### src/logic/strap_pkg.sv
/*
  Shared types and constants for the strap selection block: operating modes,
  host interface kinds, pin positions in the sampled pin vector, timing.
  Assumes a single 50 MHz clock and a synchronous active-low reset.
*/
package strap_pkg;

  // ************************************
  // clock and timing
  // ************************************
  localparam int unsigned CLOCK_HZ         = 50_000_000;
  localparam int unsigned AUX_CLOCK_HZ     = 7_680_000;
  localparam int unsigned PHASE_BITS       = 16;
  // phase step per cycle, rounded down to whole units of 2**-16
  localparam longint unsigned PHASE_STEP_L =
    (longint'(AUX_CLOCK_HZ) * (longint'(1) << PHASE_BITS)) / longint'(CLOCK_HZ);
  localparam logic [PHASE_BITS-1:0] PHASE_STEP = PHASE_STEP_L[PHASE_BITS-1:0];
  localparam int unsigned WAKE_RESET_NS    = 320;
  localparam int unsigned WAKE_RESET_CYCLES =
    (WAKE_RESET_NS * (CLOCK_HZ / 1_000_000) + 999) / 1000;

  // ************************************
  // sampled pin positions
  // ************************************
  localparam int unsigned PIN_COUNT    = 7;
  localparam int unsigned PIN_PRIMARY  = 0;
  localparam int unsigned PIN_LINE     = 1;
  localparam int unsigned PIN_WRITE    = 2;
  localparam int unsigned PIN_READ     = 3;
  localparam int unsigned PIN_SELECT   = 4;
  localparam int unsigned PIN_LATCH    = 5;
  localparam int unsigned PIN_RESET    = 6;
  localparam logic [PIN_COUNT-1:0] PIN_RESET_VALUE = 7'h00;

  // ************************************
  // modes
  // ************************************
  typedef enum logic [1:0] {
    terminal_mode,
    trunk_line_mode,
    subscriber_line_mode
  } op_mode_t;

  typedef enum logic [2:0] {
    bus_strobe_dir,
    bus_separate_addr,
    bus_multiplexed,
    serial_ctrl_port,
    no_host
  } host_if_t;

  localparam op_mode_t OP_MODE_RESET = terminal_mode;
  localparam host_if_t HOST_IF_RESET = no_host;

endpackage

### src/logic/pin_sync_if.sv
/*
  Carrier between the strap logic and its pin synchroniser: raw pins in,
  synchronised levels and one-cycle edge pulses out.
  Assumes both ends run on the same clock.
*/
`timescale 1ns/1ns
interface pin_sync_if #(parameter int unsigned WIDTH = 7);
  logic [WIDTH-1:0] raw;
  logic [WIDTH-1:0] level;
  logic [WIDTH-1:0] rise;
  logic [WIDTH-1:0] fall;

  modport user (output raw, input level, input rise, input fall);
  modport sync (input raw, output level, output rise, output fall);
endinterface // pin_sync_if

### src/logic/host_if_strap_select.sv
/*
  Mode strap and host interface selection, wake input, activation LED,
  free-running auxiliary clock, open-drain reset output and interrupt pin.
  Assumes pins are asynchronous (synchronised inside); software-side
  controls arrive on the same clock as plain ports.
*/
`timescale 1ns/1ns
module host_if_strap_select
  import strap_pkg::*;
#(
  parameter int unsigned WAKE_RESET_LEN = WAKE_RESET_CYCLES
) (
  // clock and reset
  input  wire logic                 clock,
  input  wire logic                 rst_n,
  // strap and mode pins
  input  wire logic                 primary_mode_select,
  input  wire logic                 line_mode_select,
  input  wire logic                 write_strobe,
  input  wire logic                 read_strobe,
  input  wire logic                 chip_select_n,
  input  wire logic                 addr_latch,
  input  wire logic                 reset_input_pin_n,
  // software controls
  input  wire logic                 wake_reset_enable,
  input  wire logic                 led_auto,
  input  wire logic                 led_value,
  input  wire logic                 irq_active_high,
  input  wire logic                 irq_source_pending,
  input  wire logic                 wake_irq_clear,
  input  wire logic                 host_reset_request,
  // device state
  input  wire logic                 s_activated,
  input  wire logic                 watchdog_timeout,
  // selection results
  output      strap_pkg::op_mode_t  op_mode,
  output      strap_pkg::host_if_t  host_if,
  output logic                      monitor_slave,
  output logic                      wake_irq_pending,
  // pins out
  output logic                      activation_led_output,
  output logic                      aux_clock_output,
  output logic                      reset_output_pin_out,
  output logic                      reset_output_pin_oe,
  output logic                      irq_out
);
  import strap_pkg::*;

  // ************************************
  // pin synchroniser
  // ************************************
  pin_sync_if #(.WIDTH(PIN_COUNT)) pins ();

  assign pins.raw[PIN_PRIMARY] = primary_mode_select;
  assign pins.raw[PIN_LINE]    = line_mode_select;
  assign pins.raw[PIN_WRITE]   = write_strobe;
  assign pins.raw[PIN_READ]    = read_strobe;
  assign pins.raw[PIN_SELECT]  = chip_select_n;
  assign pins.raw[PIN_LATCH]   = addr_latch;
  assign pins.raw[PIN_RESET]   = reset_input_pin_n;

  pin_sync #(.WIDTH(PIN_COUNT)) u_sync (
    .clock (clock),
    .rst_n (rst_n),
    .pins  (pins)
  );

  logic in_reset;
  logic latch_edge;
  logic strobes_high;
  logic strobes_low;

  assign in_reset     = ~pins.level[PIN_RESET];
  assign latch_edge   = pins.rise[PIN_LATCH] | pins.fall[PIN_LATCH];
  assign strobes_high = pins.level[PIN_WRITE] & pins.level[PIN_READ];
  assign strobes_low  = ~pins.level[PIN_WRITE] & ~pins.level[PIN_READ];

  // ************************************
  // operating mode strap
  // ************************************
  op_mode_t next_op_mode;

  always_comb begin
    if (!pins.level[PIN_PRIMARY]) begin
      next_op_mode = terminal_mode;
    end else if (!pins.level[PIN_LINE]) begin
      next_op_mode = trunk_line_mode;
    end else begin
      next_op_mode = subscriber_line_mode;
    end
  end

  // only follows the pins while the reset input is held
  always_ff @(posedge clock) begin
    if (!rst_n) begin
      op_mode <= OP_MODE_RESET;
    end else if (in_reset) begin
      op_mode <= next_op_mode;
    end
  end

  // ************************************
  // host interface strap
  // ************************************
  host_if_t next_host_if;

  always_comb begin
    next_host_if = no_host;
    if (strobes_high && pins.level[PIN_SELECT]) begin
      next_host_if = pins.level[PIN_LATCH] ? bus_strobe_dir : bus_separate_addr;
    end else if (strobes_low && pins.level[PIN_SELECT] && !pins.level[PIN_LATCH]) begin
      next_host_if = serial_ctrl_port;
    end else if (strobes_low && !pins.level[PIN_SELECT]) begin
      next_host_if = no_host;
    end
  end

  logic mux_take;
  logic strap_take;

  assign mux_take   = latch_edge & (in_reset ? strobes_high : 1'b1);
  assign strap_take = in_reset & ~(host_if == bus_multiplexed && strobes_high);

  // a latch edge is sticky: once multiplexed, only the reset input undoes it
  always_ff @(posedge clock) begin
    if (!rst_n) begin
      host_if <= HOST_IF_RESET;
    end else if (mux_take) begin
      host_if <= bus_multiplexed;
    end else if (strap_take) begin
      host_if <= next_host_if;
    end
  end

  // kept in step with host_if so the flag never disagrees with the kind
  always_ff @(posedge clock) begin
    if (!rst_n) begin
      monitor_slave <= 1'b1;
    end else if (mux_take) begin
      monitor_slave <= 1'b0;
    end else if (strap_take) begin
      // slave over the monitor channel; too slow for HDLC data
      monitor_slave <= (next_host_if == no_host);
    end
  end

  // ************************************
  // external wake
  // ************************************
  logic wake_event;

  assign wake_event = (op_mode == terminal_mode) & ~in_reset & pins.fall[PIN_LINE];

  // set wins over clear
  always_ff @(posedge clock) begin
    if (!rst_n) begin
      wake_irq_pending <= 1'b0;
    end else if (wake_event) begin
      wake_irq_pending <= 1'b1;
    end else if (wake_irq_clear) begin
      wake_irq_pending <= 1'b0;
    end
  end

  logic [15:0] wake_reset_count;

  always_ff @(posedge clock) begin
    if (!rst_n) begin
      wake_reset_count <= 16'h0000;
    end else if (wake_event && wake_reset_enable) begin
      wake_reset_count <= 16'(WAKE_RESET_LEN);
    end else if (wake_reset_count != 16'h0000) begin
      wake_reset_count <= wake_reset_count - 16'h0001;
    end
  end

  // ************************************
  // reset output, open drain
  // ************************************
  always_ff @(posedge clock) begin
    if (!rst_n) begin
      reset_output_pin_out <= 1'b0;
      reset_output_pin_oe  <= 1'b0;
    end else begin
      reset_output_pin_out <= 1'b0;
      // enable pulls low; released line floats high
      reset_output_pin_oe  <= watchdog_timeout | host_reset_request |
                              (wake_reset_count != 16'h0000);
    end
  end

  // ************************************
  // interrupt pin
  // ************************************
  logic irq_any;

  assign irq_any = irq_source_pending | wake_irq_pending;

  // level output, no alignment to host cycles
  always_ff @(posedge clock) begin
    if (!rst_n) begin
      irq_out <= 1'b1;
    end else begin
      irq_out <= irq_active_high ? irq_any : ~irq_any;
    end
  end

  // ************************************
  // activation LED
  // ************************************
  always_ff @(posedge clock) begin
    if (!rst_n) begin
      activation_led_output <= 1'b1;
    end else begin
      activation_led_output <= led_auto ? ~s_activated : led_value;
    end
  end

  // ************************************
  // auxiliary clock
  // ************************************
  logic [PHASE_BITS-1:0] phase;

  // phase accumulator: average rate just under AUX_CLOCK_HZ (step rounded down), edges jitter by one clock period
  always_ff @(posedge clock) begin
    if (!rst_n) begin
      phase <= '0;
    end else begin
      phase <= phase + PHASE_STEP;
    end
  end

  always_ff @(posedge clock) begin
    if (!rst_n) begin
      aux_clock_output <= 1'b0;
    end else begin
      aux_clock_output <= phase[PHASE_BITS-1];
    end
  end

endmodule // host_if_strap_select

### src/logic/pin_sync.sv
/*
  Two-flop synchroniser plus edge detector for a vector of pins.
  Assumes the pins are asynchronous to clock; edges are one-cycle pulses.
*/
`timescale 1ns/1ns
module pin_sync
  import strap_pkg::*;
#(
  parameter int unsigned WIDTH = PIN_COUNT
) (
  // clock and reset
  input  wire logic clock,
  input  wire logic rst_n,
  // pins
  pin_sync_if.sync  pins
);

  // ************************************
  // edge enable
  // ************************************
  // edges stay quiet until the prior flop holds a real pin level;
  // otherwise a pin strapped high looks like a rise just after reset
  logic [1:0] fill;

  always_ff @(posedge clock) begin
    if (!rst_n) begin
      fill <= 2'h0;
    end else if (fill != 2'h3) begin
      fill <= fill + 2'h1;
    end
  end

  // ************************************
  // per-pin stages
  // ************************************
  genvar i;
  generate
    for (i = 0; i < WIDTH; i++) begin : g_pin
      logic meta;
      logic stable;
      logic prior;
      // meta is read by stable only
      always_ff @(posedge clock) begin
        if (!rst_n) begin
          meta   <= PIN_RESET_VALUE[i];
          stable <= PIN_RESET_VALUE[i];
          prior  <= PIN_RESET_VALUE[i];
        end else begin
          meta   <= pins.raw[i];
          stable <= meta;
          prior  <= stable;
        end
      end
      assign pins.level[i] = stable;
      assign pins.rise[i]  = (fill == 2'h3) & stable & ~prior;
      assign pins.fall[i]  = (fill == 2'h3) & ~stable & prior;
    end
  endgenerate

endmodule // pin_sync

### config.mk
export PLATFORM = sky130hd
export DESIGN_NAME = host_if_strap_select
export DESIGN_NICKNAME = d
export VERILOG_FILES = /design/src/logic/strap_pkg.sv /design/src/logic/pin_sync_if.sv /design/src/logic/host_if_strap_select.sv /design/src/logic/pin_sync.sv
export SDC_FILE = /design/constraint.sdc
export NUM_CORES = 1
export LEC_CHECK = 0
export ABC_AREA = 1
export BUFFER_PORTS_ARGS = -buffer_cell sky130_fd_sc_hd__buf_2
export CORE_ASPECT_RATIO = 1.75
export CORE_MARGIN = 4
export CORE_UTILIZATION = 40
export DETAILED_ROUTE_END_ITERATION = 8
export PLACE_DENSITY = 0.54
export SETUP_SLACK_MARGIN = 0.1
export SYNTH_ARGS = -nofsm -noshare
export SYNTH_HDL_FRONTEND = slang
export SYNTH_SLANG_ARGS = --single-unit
### constraint.sdc
create_clock -name clock -period 2.48 [get_ports clock]
set_input_delay 0.496 -clock clock [delete_from_list [all_inputs] [get_ports clock]]
set_output_delay 0.496 -clock clock [all_outputs]
set_load 0.03 [all_outputs]
== Word-level counts from Yosys, hierarchy flattened ==
Cells that the tools add are included.

* Flip-flop bits (word level): 61
* Output and inout port bits: 12
* Word-level logic and storage cells: 91

* Add/subtract/negate cells: 3
* Equal/unequal tests: 4
* Multiplexer cells: 16
* Bitwise operators: 26
* Reduce and logical (&&, ||, !) cells: 13

{| class="wikitable"
|+ Operator list
! kind !! count
|-
| adder 16 x 14 -> 16 bit, second input constant || 1
|-
| nonzero test 16 bit || 1
|-
| subtractor 16 x 1 -> 16 bit, second input constant || 1
|-
| bitwise AND 1 bit || 12
|-
| 2-to-1 mux 3 bit || 4
|-
| 2-to-1 mux 5 bit || 2
|-
| inverter 1 bit || 10
|-
| 2-to-1 mux 1 bit || 8
|-
| nonzero test 2 bit || 3
|-
| logical AND 1 bit || 5
|-
| 2-to-1 mux 2 bit || 2
|-
| bitwise OR 1 bit || 4
|-
| OR reduction 2 bit || 2
|-
| equality test 3 x 2 -> 1 bit, second input constant || 1
|-
| equality test 3 bit, second input constant || 1
|-
| adder 2 x 1 -> 2 bit, second input constant || 1
|-
| equality test 2 bit, second input constant || 1
|-
| zero test 2 bit || 1
|-
| != test 2 bit, second input constant || 1
|-
| zero test 1 bit || 1
|}

== Logic depth before layout (Yosys ltp) ==
* Depth after elaboration: 9
* Gate-level depth with buffers: 10
* Mapped depth without buffers: 10

== Modules after synthesis ==
From an unflattened synthesis, not the netlist that was laid out.

* Cell total of the unflattened synthesis: 457
* Area, all modules: 3088.0 um2

{| class="wikitable"
|+ Modules (own cells, without submodules)
! module !! times used !! cells an instance !! area each (um2) !! seq. area each (um2)
|-
| host_if_strap_select || 1 || 342 || 2213.4 || 840.8
|-
| pin_sync || 1 || 115 || 874.6 || 460.4
|}

== Worst setup path before layout ==
OpenSTA, ideal clock, no wires.

* Path kind: register to register
* Start: register wake_reset_count[0]
* End: register reset_output_pin_oe
* Arrival time: 1166 ps
* Required time: 2368 ps
* Path slack: 1202 ps
* Cell stages (with the launch flop): 9
* Clock period less this slack: 1278 ps
* Cell sequence: dfxtp_1 inv_1 ha_1 nand2_2 nor2_2 nand2_2 buf_6 o21ai_2 inv_1

* Word-level cells in the longest chain between the ends: 2

{| class="wikitable"
|+ RTL lines
! element !! RTL line !! text
|-
| from (decl) || host_if_strap_select.sv:165 || <nowiki>logic [15:0] wake_reset_count;</nowiki>
|-
| from (signal assigned) || host_if_strap_select.sv:171 || <nowiki>wake_reset_count <= 16'(WAKE_RESET_LEN);</nowiki>
|-
| from (signal assigned) || host_if_strap_select.sv:173 || <nowiki>wake_reset_count <= wake_reset_count - 16'h0001;</nowiki>
|-
| nonzero test 16 bit || host_if_strap_select.sv:188 || <nowiki>(wake_reset_count != 16'h0000);</nowiki>
|-
| bitwise OR 1 bit || host_if_strap_select.sv:187 || <nowiki>reset_output_pin_oe <= watchdog_timeout | host_reset_request |</nowiki>
|-
| to (signal assigned) || host_if_strap_select.sv:187 ||
|-
| to (decl) || host_if_strap_select.sv:44 || <nowiki>output logic reset_output_pin_oe,</nowiki>
|}

No other way between the ends.
A chain may end at the register's enable or synchronous reset.

== Worst setup path after layout ==
* Start: register wake_reset_count[0]
* End: register wake_reset_count[8]

* Word-level cells in the longest chain between the ends: 1

{| class="wikitable"
|+ RTL lines
! element !! RTL line
|-
| subtractor 16 x 1 -> 16 bit or nonzero test 16 bit (tied branches) || host_if_strap_select.sv:173, host_if_strap_select.sv:172
|}

Several ways; a longest one is shown, not always the timed one.

==> out/summary.txt <==
Critical-path maximum fanout = 11
CP endpoint kind = flop
H-Tree Depth = 3
Simple-Gate Fraction of Synth Area = 35.6%
DRT Pass-1 Iters = 4
Mux contribution to synthesized area = 0%
LEAKAGE = 1.67 nW
Boundary Pins = 30
Number of global-route vias before repair = 2,247
Setup Crit Path Kind = flop to flop
CP max stage delay = 0.32 ns
Worst-case clock buffer depth = 2
PD cells = 1030 nW/um2
Post-Syn Nets = 418
Wire length per cell = 10.6 um
Reg clk slew, reported paths = 0.05 ns
Antenna-violating nets left = 0
Nets = 451
Layout area overhead = 18.0%
Net Sw Power = 1.11 mW
Placed insts = 501
DIE AREA = 8210 um2
# fillers = 682
Startpoint Class = flop
Gate power share = 28.8%
Overall routing resource usage = 15.1%
Core ar. = 6540 um2
Worst endpoint data arrival time = 1.72 ns
Final Cycle Share = 59.5%
Final core utilization = 48.9%
Clock Sinks = 60
Outcome = complete, no violations
Die height = 117 um
Setup TNS = 0 ns
Drt drc = 0
Hold Vio Cnt, Final = 0
Skew-Pair Late Insertion Delay = 0.33 ns
Top post-synthesis cells by area = dfxtp_1, nand2_1, inv_1
Max Cap Viol = 0
Cells after Synth = 397
Final wirelength = 5500 um
Via/cell ratio = 4.60
Register area share after synthesis = 44.3%
Netlist cell types = 30
Adder-Cell Fraction of Synth Area = 1.39%
Fmax = 678 MHz
Synthesized flop and latch total = 60
Min cycle time layout = 1.47 ns
Post-CTS Setup Inserts = 0
Die width = 70.2 um
FF+latch area = 1200 um2
Synth Area in Compound Gates = 6.93%
Finished Layout Cells = 517
Worst IR Drop VDD = 0.487 mV
Reg2reg path depth = 7
RSZ-0062 raised after global routing = false
Worst hold stages = 3
Internal power = 2.19 mW
Layout cells sized above 1 = 14.5%
CTS root buf = clkbuf_16
Hold_buf cts = 0
Clock share of power = 35.0%
Slowest-stage cell, CP = dfxtp_1
Initial drt markers = 73
Main combinational cell family by area after synthesis = simple AND/OR/NAND/NOR gates
GRT overflow = 0
Critical Path RT = 2.72 ns
Post-DP HPWL = 4140 um
Mean area per synthesized cell = 6.83 um2
Most used cell, CP = nand2_2
Cell Area, Synth = 2710 um2
Initial antenna violation count = 0
Hold Crit Class = input pin to flop
Leading cell type in the layout, fill and taps excluded = nand2_1
Largest net degree at the start of global routing = 23
Switching share of total power = 33.5%
Synth Area in XOR/XNOR = 1.29%
Post_cts resized = 0
Top cell type's share of synthesized area = 44.3%
Final slew viol count = 0
Setup Skew = 0.00710 ns
Multi-input logic area = 1230 um2
First-pass GRT wire length = 9630 um
CTS tree = done
Yosys top cell by area = dfxtp_1
# diodes = 0
Crit-path cells = inv_1, ha_1, nand2_2, nor2_2, nand2_2, clkinv_1, nor3_1
Synth warnings = 0
Initial Util = 41.4%
Cts bufs inserted = 9
Via count = 2,379
Sequential Power Share = 36.2%
Commonest non-fill, non-tap cells in the layout = nand2_1, dfxtp_1, inv_1
IO Port Bufs = 28
Hold WS = 0.353 ns
GPL Wtd Cong = 0.836
Row cnt = 39
Final setup viols = 0
[cell type report]
class                           count  area share, %
Multi-Input combinational cell    268           38.5
Tap cell                           82           3.21
Clock inverter                      1          0.157
Inverter                           62           7.28
Clock buffer                       15           8.69
Sequential cell                    60           37.6
Timing Repair Buffer               29           4.62
[critical path: cells and delay by family (launching register included)]
family	cells	cell delay, ns
adders and majority gates	1	0.25
buffers and inverters	2	0.24
DFF	1	0.32
and+or+nand+nor	4	0.57
[synthesized netlist by cell type, drive strengths merged]
library cell  instances
conb                  1
nor2                 66
dfxtp                60
nand4                 3
xnor2                 2
xor2                  2
nand3                30
a31oi                 1
nand3b                1
ha                    3
clkinv                2
o21ai                14
or2                   3
a21boi                1
nand2               116
buf                   7
inv                  60
a21oi                20
nor3                  5
[per-stage QoR]
stage                     power [mW]  cell area, um2  setup slack (ns)
after floorplan                 1.99            2710              1.20
after global routing            3.55            3200             0.839
final                           3.30            3200              1.01
after CTS                       3.35            3200             0.992
after detailed placement        2.17            2910             0.904
after global placement          2.17            2910             0.935
[sequential cells by signal (all words and copies together) (netlist names)]
register,count
monitor_slave,1
wake_reset_count,16
u_sync.g_pin.meta,7
u_sync.g_pin.stable,7
phase,15
activation_led_output,1
u_sync.g_pin.prior,2
u_sync.fill,2
host_if,3
reset_output_pin_oe,1
aux_clock_output,1
irq_out,1
wake_irq_pending,1
op_mode,2
[cells by family (layout without fill, tap and decap cells)]
kind of cell             after synthesis  count (layout)
flip-flops                            60              60
XOR/XNOR                               4               4
adder cells (fa/ha/maj)                3               3
buffers and inverters                 69             107
AND/OR/NAND/NOR                      224             224
other                                  1               1
AO/OA/AOI/OAI                         36              36
[per-layer routing]
metal	routed length (um)	vias to the layer above	GRT usage (%)
met3	210	11	4.96
met1	2250	1042	15.4
met5	0	-	0
met2	2840	34	26.7
met4	187	0	8.95
li1	-	1292	-
[power groups by stage]
stage               Combinational (mW)  Clock [mW]  Sequential (mW)
finish                           0.950        1.15             1.20
floorplan                        0.783           0             1.21
global route                      1.11        1.23             1.21
CTS                              0.962        1.20             1.20
detailed placement               0.959           0             1.21
global placement                 0.952           0             1.21
[final timing paths]
path | from | to | slack [ns]
setup reg to reg | wake_reset_count[0] | wake_reset_count[8] | 1.01
hold / removal | chip_select_n | u_sync.g_pin[4].meta | 0.35
setup / recovery | wake_reset_count[0] | wake_reset_count[8] | 1.01
hold reg to reg | u_sync.g_pin[6].meta | u_sync.g_pin[6].stable | 0.41
(Power assumes the default switching activity.)
